File: config.mk
export PLATFORM = sky130hd
export DESIGN_NAME = totaliser_display_control
export DESIGN_NICKNAME = d
export VERILOG_FILES = /design/src/totaliser_pkg.sv /design/src/pin_sync.sv /design/src/totaliser_display_control.sv
export SDC_FILE = /design/constraint.sdc
export NUM_CORES = 2
export LEC_CHECK = 0
export BUFFER_PORTS_ARGS = -buffer_cell sky130_fd_sc_hd__buf_2
export CAP_MARGIN = 20
export CORE_MARGIN = 2
export CORE_UTILIZATION = 35
export DETAILED_ROUTE_END_ITERATION = 7
export SLEW_MARGIN = 20
export SYNTH_ARGS = -nofsm -noshare
export SYNTH_HDL_FRONTEND = slang
export SYNTH_SLANG_ARGS = --single-unit
File: constraint.sdc
create_clock -name i_core_clk -period 36.7 [get_ports i_core_clk]
set_input_delay 0 -clock i_core_clk [delete_from_list [all_inputs] [get_ports i_core_clk]]
set_output_delay 0 -clock i_core_clk [all_outputs]
set_load 0.05 [all_outputs]
File: src/totaliser_pkg.sv
// Shared constants and types for the totaliser front-panel control.
package totaliser_pkg;
  localparam int CLK_HZ = 200_000_000;
  localparam int SEG_TEST_MS = 3000;
  localparam int DP_TEST_MS = 3000;
  localparam int START_DELAY_MS = 100;
  localparam int ZERO_HOLD_MS = 2000;
  localparam int DEBOUNCE_MS = 20;
  localparam int SEG_TEST_CYCLES = SEG_TEST_MS * (CLK_HZ / 1000);
  localparam int DP_TEST_CYCLES = DP_TEST_MS * (CLK_HZ / 1000);
  localparam int START_DELAY_CYCLES = START_DELAY_MS * (CLK_HZ / 1000);
  localparam int ZERO_HOLD_CYCLES = ZERO_HOLD_MS * (CLK_HZ / 1000);
  localparam int DEBOUNCE_CYCLES = DEBOUNCE_MS * (CLK_HZ / 1000);
  localparam int DISC_FRAME_CYCLES = 20_000_000;
  localparam int RATE_DIGITS = 5;
  localparam int TOTAL_DIGITS = 8;
  localparam int GRAND_DIGITS = 16;
  localparam logic [11:0] ADC_4MA = 12'h333;
  localparam logic [11:0] ADC_20MA = 12'hFFF;
  localparam int DP_STEP_BITS = 3;
  typedef enum logic [4:0] {
    ST_WAIT = 5'h01,
    ST_SEGS = 5'h02,
    ST_DPS = 5'h04,
    ST_RUN = 5'h08,
    ST_SAVE = 5'h10
  } phase_type;
  typedef enum logic [1:0] {
    RV_LIVE = 2'h0,
    RV_CURRENT = 2'h1,
    RV_CAL4 = 2'h2,
    RV_CAL20 = 2'h3
  } rate_view_type;
  typedef enum logic [1:0] {
    TV_TOTAL = 2'h0,
    TV_GRAND_LOW = 2'h1,
    TV_GRAND_HIGH = 2'h2
  } total_view_type;
endpackage : totaliser_pkg

File: src/pin_sync.sv
// Two-stage synchroniser followed by a hold-count debouncer for one pin.
module pin_sync #(
  parameter int STABLE_CYCLES = 4000000
) (
  input wire logic i_core_clk, // Core clock.
  input wire logic i_rst_n, // Asynchronous reset, active low.
  input wire logic i_pin, // Raw pin level.
  output logic o_level // Debounced level.
);
  localparam int CW = $clog2(STABLE_CYCLES + 1);
  initial begin
    if (STABLE_CYCLES < 1) $error("pin_sync: STABLE_CYCLES must be at least 1");
  end
  logic meta;
  logic synced;
  logic [CW-1:0] count;
  logic [CW-1:0] next_count;
  logic next_level;
  always_comb begin
    next_count = count;
    next_level = o_level;
    if (synced == o_level) begin
      next_count = '0;
    end else if (count == CW'(STABLE_CYCLES - 1)) begin
      next_count = '0;
      next_level = synced;
    end else begin
      next_count = count + 1'b1;
    end
  end
  always_ff @(posedge i_core_clk or negedge i_rst_n) begin
    if (!i_rst_n) begin
      meta <= 1'b0;
      synced <= 1'b0;
      count <= '0;
      o_level <= 1'b0;
    end else begin
      meta <= i_pin;
      synced <= meta;
      count <= next_count;
      o_level <= next_level;
    end
  end
endmodule : pin_sync

File: src/totaliser_display_control.sv
// Front-panel control for the loop-powered rate totaliser: power-up test, views, totals and saving.
module totaliser_display_control
  import totaliser_pkg::*;
#(
  parameter int SEG_CYCLES = SEG_TEST_CYCLES,
  parameter int DP_CYCLES = DP_TEST_CYCLES,
  parameter int START_CYCLES = START_DELAY_CYCLES,
  parameter int ZERO_CYCLES = ZERO_HOLD_CYCLES,
  parameter int DEB_CYCLES = DEBOUNCE_CYCLES,
  parameter int DISC_STEP_CYCLES = DISC_FRAME_CYCLES
) (
  input wire logic i_core_clk, // 200 MHz core clock.
  input wire logic i_rst_n, // Asynchronous reset, active low.
  input wire logic i_loop_ok, // Loop current present (pin level).
  input wire logic [11:0] i_adc_code, // Converter sample of loop current, same clock.
  input wire logic i_adc_valid, // One-cycle strobe with a new sample.
  input wire logic i_btn_view, // Current-view button pin, high while pressed.
  input wire logic i_btn_down, // Down button pin, high while pressed.
  input wire logic i_btn_up, // Up button pin, high while pressed.
  input wire logic i_btn_shift, // Shift button pin, high while pressed.
  input wire logic i_zero_contacts_closed, // Zero contacts zero_contact_a/zero_contact_b shorted.
  input wire logic i_cfg_percent, // Show current view as percent of span.
  input wire logic i_cfg_local_zero, // Local button reset enabled.
  input wire logic [19:0] i_nv_cal4, // Stored rate value at 4 mA.
  input wire logic [19:0] i_nv_cal20, // Stored rate value at 20 mA.
  input wire logic [31:0] i_nv_total, // Stored total, packed BCD.
  input wire logic [63:0] i_nv_grand, // Stored grand total, packed BCD.
  input wire logic [31:0] i_live_rate_total_step, // Accumulator increment per sample above 4 mA, binary; each accumulator overflow adds one to the total.
  output logic [19:0] o_rate_value, // Value on the five digit rate display.
  output logic [1:0] o_rate_view, // Which quantity the rate display shows.
  output logic [31:0] o_total_value, // Value on the eight digit total display.
  output logic o_grand_annunciator, // Grand-total annunciator lit.
  output logic o_all_segments, // Segment test: light everything.
  output logic [7:0] o_decimal_points, // Large display decimal points.
  output logic o_disc_running, // Flow disc animates.
  output logic [2:0] o_disc_phase, // Current disc animation frame.
  output logic o_nv_load, // One-cycle pulse: load calibration and totals.
  output logic o_nv_store, // One-cycle pulse: store total and grand total.
  output logic [31:0] o_nv_total, // Total to store.
  output logic [63:0] o_nv_grand // Grand total to store.
);
  initial begin
    if (SEG_CYCLES < 8 || DP_CYCLES < 8 || START_CYCLES < 1 || ZERO_CYCLES < 1 || DISC_STEP_CYCLES < 1)
      $error("totaliser_display_control: timing parameters too small");
  end

  logic loop_ok;
  logic b_view;
  logic b_down;
  logic b_up;
  logic b_shift;
  logic zero_pin;

  pin_sync #(.STABLE_CYCLES(1)) u_loop (
    .i_core_clk(i_core_clk), .i_rst_n(i_rst_n), .i_pin(i_loop_ok), .o_level(loop_ok));
  pin_sync #(.STABLE_CYCLES(DEB_CYCLES)) u_view (
    .i_core_clk(i_core_clk), .i_rst_n(i_rst_n), .i_pin(i_btn_view), .o_level(b_view));
  pin_sync #(.STABLE_CYCLES(DEB_CYCLES)) u_down (
    .i_core_clk(i_core_clk), .i_rst_n(i_rst_n), .i_pin(i_btn_down), .o_level(b_down));
  pin_sync #(.STABLE_CYCLES(DEB_CYCLES)) u_up (
    .i_core_clk(i_core_clk), .i_rst_n(i_rst_n), .i_pin(i_btn_up), .o_level(b_up));
  pin_sync #(.STABLE_CYCLES(DEB_CYCLES)) u_shift (
    .i_core_clk(i_core_clk), .i_rst_n(i_rst_n), .i_pin(i_btn_shift), .o_level(b_shift));
  pin_sync #(.STABLE_CYCLES(DEB_CYCLES)) u_zero (
    .i_core_clk(i_core_clk), .i_rst_n(i_rst_n), .i_pin(i_zero_contacts_closed), .o_level(zero_pin));

  // Add one to a packed-BCD word of the given digit count, wrapping at all nines.
  function automatic logic [63:0] bcd_inc(input logic [63:0] v, input int digits);
    logic [63:0] r;
    logic carry;
    r = v;
    carry = 1'b1;
    for (int d = 0; d < GRAND_DIGITS; d++) begin
      if (carry && d < digits) begin
        if (r[d*4 +: 4] == 4'h9) begin
          r[d*4 +: 4] = 4'h0;
        end else begin
          r[d*4 +: 4] = r[d*4 +: 4] + 4'h1;
          carry = 1'b0;
        end
      end
    end
    return r;
  endfunction : bcd_inc

  phase_type phase;
  phase_type next_phase;
  logic [31:0] timer;
  logic [31:0] next_timer;
  logic [19:0] cal4;
  logic [19:0] next_cal4;
  logic [19:0] cal20;
  logic [19:0] next_cal20;
  logic [31:0] total;
  logic [31:0] next_total;
  logic [63:0] grand;
  logic [63:0] next_grand;
  logic [31:0] accum;
  logic [31:0] next_accum;
  logic [11:0] adc;
  logic [11:0] next_adc;
  logic [31:0] zero_timer;
  logic [31:0] next_zero_timer;
  logic zero_done;
  logic next_zero_done;
  logic [31:0] disc_timer;
  logic [31:0] next_disc_timer;
  logic [2:0] next_disc_phase;
  logic next_nv_load;
  logic next_nv_store;
  logic both_held;
  logic local_zero;
  logic count_step;

  assign both_held = b_down && b_up && !b_shift;
  assign local_zero = i_cfg_local_zero && both_held && (zero_timer == 32'(ZERO_CYCLES - 1)) && !zero_done;

  always_comb begin
    next_phase = phase;
    next_timer = timer + 32'h1;
    next_nv_load = 1'b0;
    next_nv_store = 1'b0;
    next_cal4 = cal4;
    next_cal20 = cal20;
    next_total = total;
    next_grand = grand;
    next_accum = accum;
    next_adc = adc;
    count_step = 1'b0;
    case (phase)
      ST_WAIT: begin
        if (!loop_ok) begin
          next_timer = '0;
        end else if (timer == 32'(START_CYCLES - 1)) begin
          next_phase = ST_SEGS;
          next_timer = '0;
          next_nv_load = 1'b1;
        end
      end
      ST_SEGS: begin
        if (timer == 32'(SEG_CYCLES - 1)) begin
          next_phase = ST_DPS;
          next_timer = '0;
        end
      end
      ST_DPS: begin
        if (timer == 32'(DP_CYCLES - 1)) begin
          next_phase = ST_RUN;
          next_timer = '0;
          next_cal4 = i_nv_cal4;
          next_cal20 = i_nv_cal20;
          next_total = i_nv_total;
          next_grand = i_nv_grand;
          next_accum = '0;
        end
      end
      ST_RUN: begin
        next_timer = '0;
        if (!loop_ok) begin
          next_phase = ST_SAVE;
          next_nv_store = 1'b1;
        end else if (i_adc_valid) begin
          next_adc = i_adc_code;
          if (i_adc_code > ADC_4MA) begin
            next_accum = accum + i_live_rate_total_step;
            count_step = next_accum < accum;
          end
        end
        if (count_step) begin
          next_total = 32'(bcd_inc({32'h0, total}, TOTAL_DIGITS));
          next_grand = bcd_inc(grand, GRAND_DIGITS);
        end
        if (zero_pin || local_zero) begin
          next_total = '0;
          next_accum = '0;
        end
      end
      ST_SAVE: begin
        next_timer = '0;
        next_phase = ST_WAIT;
      end
      default: begin
        next_phase = ST_WAIT;
        next_timer = '0;
      end
    endcase
  end

  always_comb begin
    next_zero_timer = '0;
    next_zero_done = zero_done && both_held;
    if (both_held && phase == ST_RUN) begin
      next_zero_timer = (zero_timer == 32'(ZERO_CYCLES - 1)) ? zero_timer : zero_timer + 32'h1;
      if (local_zero) begin
        next_zero_done = 1'b1;
      end
    end
    next_disc_timer = '0;
    next_disc_phase = o_disc_phase;
    if (phase == ST_RUN && adc > ADC_4MA) begin
      next_disc_timer = disc_timer + 32'h1;
      if (disc_timer == 32'(DISC_STEP_CYCLES - 1)) begin
        next_disc_timer = '0;
        next_disc_phase = o_disc_phase + 3'h1;
      end
    end
  end

  always_ff @(posedge i_core_clk or negedge i_rst_n) begin
    if (!i_rst_n) begin
      phase <= ST_WAIT;
      timer <= '0;
      cal4 <= '0;
      cal20 <= '0;
      total <= '0;
      grand <= '0;
      accum <= '0;
      adc <= '0;
      zero_timer <= '0;
      zero_done <= 1'b0;
      disc_timer <= '0;
      o_disc_phase <= '0;
      o_nv_load <= 1'b0;
      o_nv_store <= 1'b0;
    end else begin
      phase <= next_phase;
      timer <= next_timer;
      cal4 <= next_cal4;
      cal20 <= next_cal20;
      total <= next_total;
      grand <= next_grand;
      accum <= next_accum;
      adc <= next_adc;
      zero_timer <= next_zero_timer;
      zero_done <= next_zero_done;
      disc_timer <= next_disc_timer;
      o_disc_phase <= next_disc_phase;
      o_nv_load <= next_nv_load;
      o_nv_store <= next_nv_store;
    end
  end

  // Display selection; combinations take priority over single buttons so a chord never flashes a view.
  logic [1:0] next_rate_view;
  logic [19:0] next_rate_value;
  logic [31:0] next_total_value;
  logic next_grand_ann;
  logic next_all_segments;
  logic [7:0] next_dps;
  logic [31:0] live_rate;
  logic [31:0] span;
  logic [11:0] above;

  always_comb begin
    above = (adc > ADC_4MA) ? adc - ADC_4MA : 12'h000;
    span = 32'(above) * 32'(cal20 - cal4) / 32'(ADC_20MA - ADC_4MA);
    live_rate = 32'(cal4) + 32'(span[19:0]);
    next_rate_view = RV_LIVE;
    next_rate_value = live_rate[19:0];
    next_total_value = total;
    next_grand_ann = 1'b0;
    next_all_segments = 1'b0;
    next_dps = 8'h00;
    if (b_shift && b_down && !b_up) begin
      next_total_value = grand[31:0];
      next_grand_ann = 1'b1;
    end else if (b_shift && b_up && !b_down) begin
      next_total_value = grand[63:32];
      next_grand_ann = 1'b1;
    end else if (b_down && b_up) begin
      next_rate_view = RV_LIVE;
    end else if (b_view && !b_shift) begin
      next_rate_view = RV_CURRENT;
      next_rate_value = i_cfg_percent ? 20'(32'(above) * 32'h64 / 32'(ADC_20MA - ADC_4MA))
                                      : 20'(32'h4 + 32'(above) * 32'h10 / 32'(ADC_20MA - ADC_4MA));
    end else if (b_down && !b_shift) begin
      next_rate_view = RV_CAL4;
      next_rate_value = cal4;
    end else if (b_up && !b_shift) begin
      next_rate_view = RV_CAL20;
      next_rate_value = cal20;
    end
    if (phase == ST_SEGS) begin
      next_all_segments = 1'b1;
    end else if (phase == ST_DPS) begin
      next_dps = 8'h01 << timer[31:0] / 32'(DP_CYCLES / TOTAL_DIGITS);
    end
    if (phase != ST_RUN) begin
      next_rate_view = RV_LIVE;
      next_rate_value = '0;
      next_total_value = '0;
      next_grand_ann = 1'b0;
    end
  end

  always_ff @(posedge i_core_clk or negedge i_rst_n) begin
    if (!i_rst_n) begin
      o_rate_view <= RV_LIVE;
      o_rate_value <= '0;
      o_total_value <= '0;
      o_grand_annunciator <= 1'b0;
      o_all_segments <= 1'b0;
      o_decimal_points <= '0;
      o_disc_running <= 1'b0;
      o_nv_total <= '0;
      o_nv_grand <= '0;
    end else begin
      o_rate_view <= next_rate_view;
      o_rate_value <= next_rate_value;
      o_total_value <= next_total_value;
      o_grand_annunciator <= next_grand_ann;
      o_all_segments <= next_all_segments;
      o_decimal_points <= next_dps;
      o_disc_running <= (phase == ST_RUN) && (adc > ADC_4MA);
      o_nv_total <= total;
      o_nv_grand <= grand;
    end
  end
endmodule : totaliser_display_control

==> key figures <==
Place
  – Cells after DPL: 8801
  – Gpl congestion: 0.9158
  – DP Area: 0.05844 mm²
  – DP HPWL: 133600 µm
  – PortBufs: 356

Pwr
  – Internal power: 1.131 mW
  – Leakage Power: 28.53 nW
  – Flop pwr share: 0.424
  – Switching pwr: 0.3940 mW
  – Power share of the combinational group: 0.078
  – Worst VDD drop: 0.03191 mV
  – Sw Share: 0.2583
  – Clock share of power: 0.498
  – Overall power: 1.525 mW
  – Power Dens Cells: 24.09 mW/mm²

Drt
  – Drt initial violations: 4017
  – Vias per std cell: 5.456
  – Final WL: 173300 µm
  – DRC Markers: 0
  – DR WL/cell: 18.91 µm
  – Pre-Repair DR Iteration Count: 6
  – Antenna violation net count after detailed routing: 0
  – Vias after detailed routing: 49990

Clock tree
  – Number of buffers created by CTS: 73
  – Clock-pin slew on the worst setup and hold paths: 0.06 ns
  – H-Tree Level Count: 3
  – CTS tree: done
  – Clock Latency Late Sink: 0.71 ns
  – Count of clock tree sinks: 576
  – Clk root buf: clkbuf_16
  – Longest Clk Path Bufs: 3

Finish
  – Final Cell Area: 0.06333 mm²
  – Share of cells above drive strength 1: 0.1142
  – Layout Cells excl Fill: 9162
  – Final nets: 7721
  – Syn-to-layout area delta: 15.89%

Timing
  – Worst-margin pin slew: 1.114 ns
  – Crit path time final: 34.09 ns
  – Max Clock Skew: 0.06817 ns
  – Worst slew margin: 0.2520
  – Fmax: 0.02933 GHz
  – Fin. max-slew vios: 0
  – Tcrit/Tclk final: 0.9290
  – Final Setup Violations: 0
  – Final hold violations: 0

Global route
  – Gr usage total: 0.2121
  – Initial antenna violation count: 12
  – Largest net degree at the start of global routing: 95
  – First-pass GRT wire length: 271100 µm
  – GRT Residual Overflow: 0
  – Vias in the first global route: 48020

Yosys
  – Cell taking the most area after synthesis: dfrtp_1
  – Most used DFF post-synth: dfrtp_1
  – Async S/R FF share, synth: 1.000
  – Post-Synthesis Cell Area: 0.05465 mm²
  – Yosys reg bits: 576
  – Unique cell type count in the Yosys netlist: 143
  – Synth Area per Inst: 8.287 µm²
  – Post-synthesis sequential area ratio: 0.2638
  – Synth top area share: 0.2633
  – Synth area leaders: dfrtp_1 26%, fa_1 8.4%, ha_1 5.9%
  – Ys Warns: 0
  – Post-synthesis cell count: 6594
  – Post-synth EDFFs: 0
  – Synthesized Nets: 7272

Die
  – CORE AREA: 0.1557 mm²
  – Die area: 0.1593 mm²
  – Initial Utilization: 0.3511
  – Die H: 399.1 µm
  – Die Wd: 399.1 µm
  – IO Count: 357
  – Row count: 145

Worst setup path
  – Startpoint types: flip-flop
  – Most frequent CP cell: a21o_1
  – Worst path required time: 37.32 ns
  – CP Class: flip-flop to flip-flop
  – Slowest-stage cell, CP: fa_1
  – Worst-path fanout max: 18
  – WP buf/inv: 15
  – CP Capture Type: flip-flop
  – CP delay by family, top: compound AO/OA/AOI/OAI gates
  – CP max stage delay: 0.53 ns
  – CP arrival: 34.71 ns

Hold path
  – Min-delay worst type: input pin to flip-flop

Status
  – Status: finished clean

Job
  – Max-cap check violation count: 0
==> sequential cells by signal (all words and copies together) (netlist names), 8 cells and up <==
| signal | flops |
|---|---|
| accum | 32 |
| adc | 12 |
| cal20 | 20 |
| cal4 | 20 |
| disc_timer | 32 |
| grand | 64 |
| o_decimal_points | 8 |
| o_nv_grand | 64 |
| o_nv_total | 32 |
| o_rate_value | 20 |
| o_total_value | 32 |
| timer | 32 |
| total | 32 |
| u_down.count | 22 |
| u_shift.count | 22 |
| u_up.count | 22 |
| u_view.count | 22 |
| u_zero.count | 22 |
| zero_timer | 32 |
==> final cells by class <==
class | count | area (µm²)
tap | 2058 | 2575
inverter | 522 | 1967
multi-input combinational | 5234 | 37370
sequential | 576 | 14420
timing repair buffer | 636 | 4467
antenna | 11 | 27.53
fill | 15700 | 92330
clock inverter | 34 | 526.8
clock buffer | 91 | 1984
==> Yosys cell counts, types with 149 or more instances <==
| library cell | count |
|---|---|
| dfrtp_1 | 575 |
| clkbuf_1 | 205 |
| xnor2_1 | 313 |
| ha_1 | 257 |
| fa_1 | 230 |
| xor2_1 | 226 |
| nand3_1 | 214 |
| nand2_1 | 595 |
| nor2_1 | 809 |
| nor3_1 | 149 |
| inv_1 | 507 |
| o21ai_0 | 385 |
| a21oi_1 | 395 |
==> per-layer routing <==
layer / global-route usage / vias to the layer above / part of all wire
li1: - / 23990 / -
met1: 0.2795 / 24310 / 0.44
met2: 0.3518 / 1428 / 0.47
met3: 0.03290 / 252 / 0.059
met4: 0.07452 / 2 / 0.036
met5: 0 / - / 0.000075
==> cells by family (layout without fill, tap and decap cells) <==
| kind of cell | count (synthesis) | in the layout | share of synthesized area |
|---|---|---|---|
| buffers and inverters | 784 | 1283 | 0.05552 |
| AND/OR/NAND/NOR | 2356 | 2356 | 0.2035 |
| multiplexers | 193 | 193 | 0.03805 |
| XOR/XNOR | 545 | 545 | 0.08817 |
| AO/OA/AOI/OAI | 1638 | 1638 | 0.2051 |
| other | 0 | 11 | 0 |
| flip-flops | 576 | 576 | 0.2638 |
| adder cells (fa/ha/maj) | 502 | 502 | 0.1458 |
==> power by group through the flow <==
stage | sequential [mW] | combinational (mW) | clock [mW]
6_report | 0.647 | 0.119 | 0.759
5_1_grt | 0.647 | 0.131 | 0.801
4_1_cts | 0.646 | 0.120 | 0.781
3_5_place_dp | 0.658 | 0.0984 | 0
3_3_place_gp | 0.658 | 0.0974 | 0
2_1_floorplan | 0.654 | 0.0487 | 0
==> placed cells by master (no fill, tap or decap), types with 230 or more instances in the layout <==
| master | count |
|---|---|
| ha_1 | 257 |
| xnor2_1 | 313 |
| buf_2 | 355 |
| fa_1 | 230 |
| nor2_1 | 806 |
| a21oi_1 | 395 |
| nand2_1 | 594 |
| inv_1 | 507 |
| o21ai_0 | 383 |
| dfrtp_1 | 575 |
==> final timing paths <==
check	cells after the start	end	slack, ns	startpoint
max in group asynchronous	7	o_rate_value[9]	32.84	i_rst_n
min in group asynchronous	3	phase[0]	0.51	i_rst_n
max	136	o_rate_value[18]	2.61	cal4[1]
min	3	cal4[12]	0.07	i_nv_cal4[12]
min reg2reg	0	u_view.synced	0.35	u_view.meta
max reg2reg	136	o_rate_value[18]	2.61	cal4[1]
==> worst min-delay path, delay by kind of cell <==
kind | cells | cell delay [ns]
buffers and inverters | 2 | 0.61
multiplexers | 1 | 0.13
==> what timing repair did <==
item	CTS	global route
endpoints found under the hold margin	285	0
setup endpoints to repair	0	9
hold buffers	222	0
setup buffers	0	3
resized for setup	0	18
==> through the flow <==
stage / setup WS [ns] / hold slack (ns) / util / TNS [ns]
final: 2.607 / 0.06599 / 0.4069 / 0
after CTS: 2.094 / 0.0006034 / 0.4059 / 0
after floorplan: 7.798 / -0.2956 / - / 0
after global routing: -0.01691 / 0.05202 / 0.4068 / -0.01691
after detailed placement: 2.179 / 0.1044 / 0.3754 / 0
after global placement: 2.885 / 0.1027 / 0.3754 / 0
Note: power is estimated with default switching activity, not from simulation.
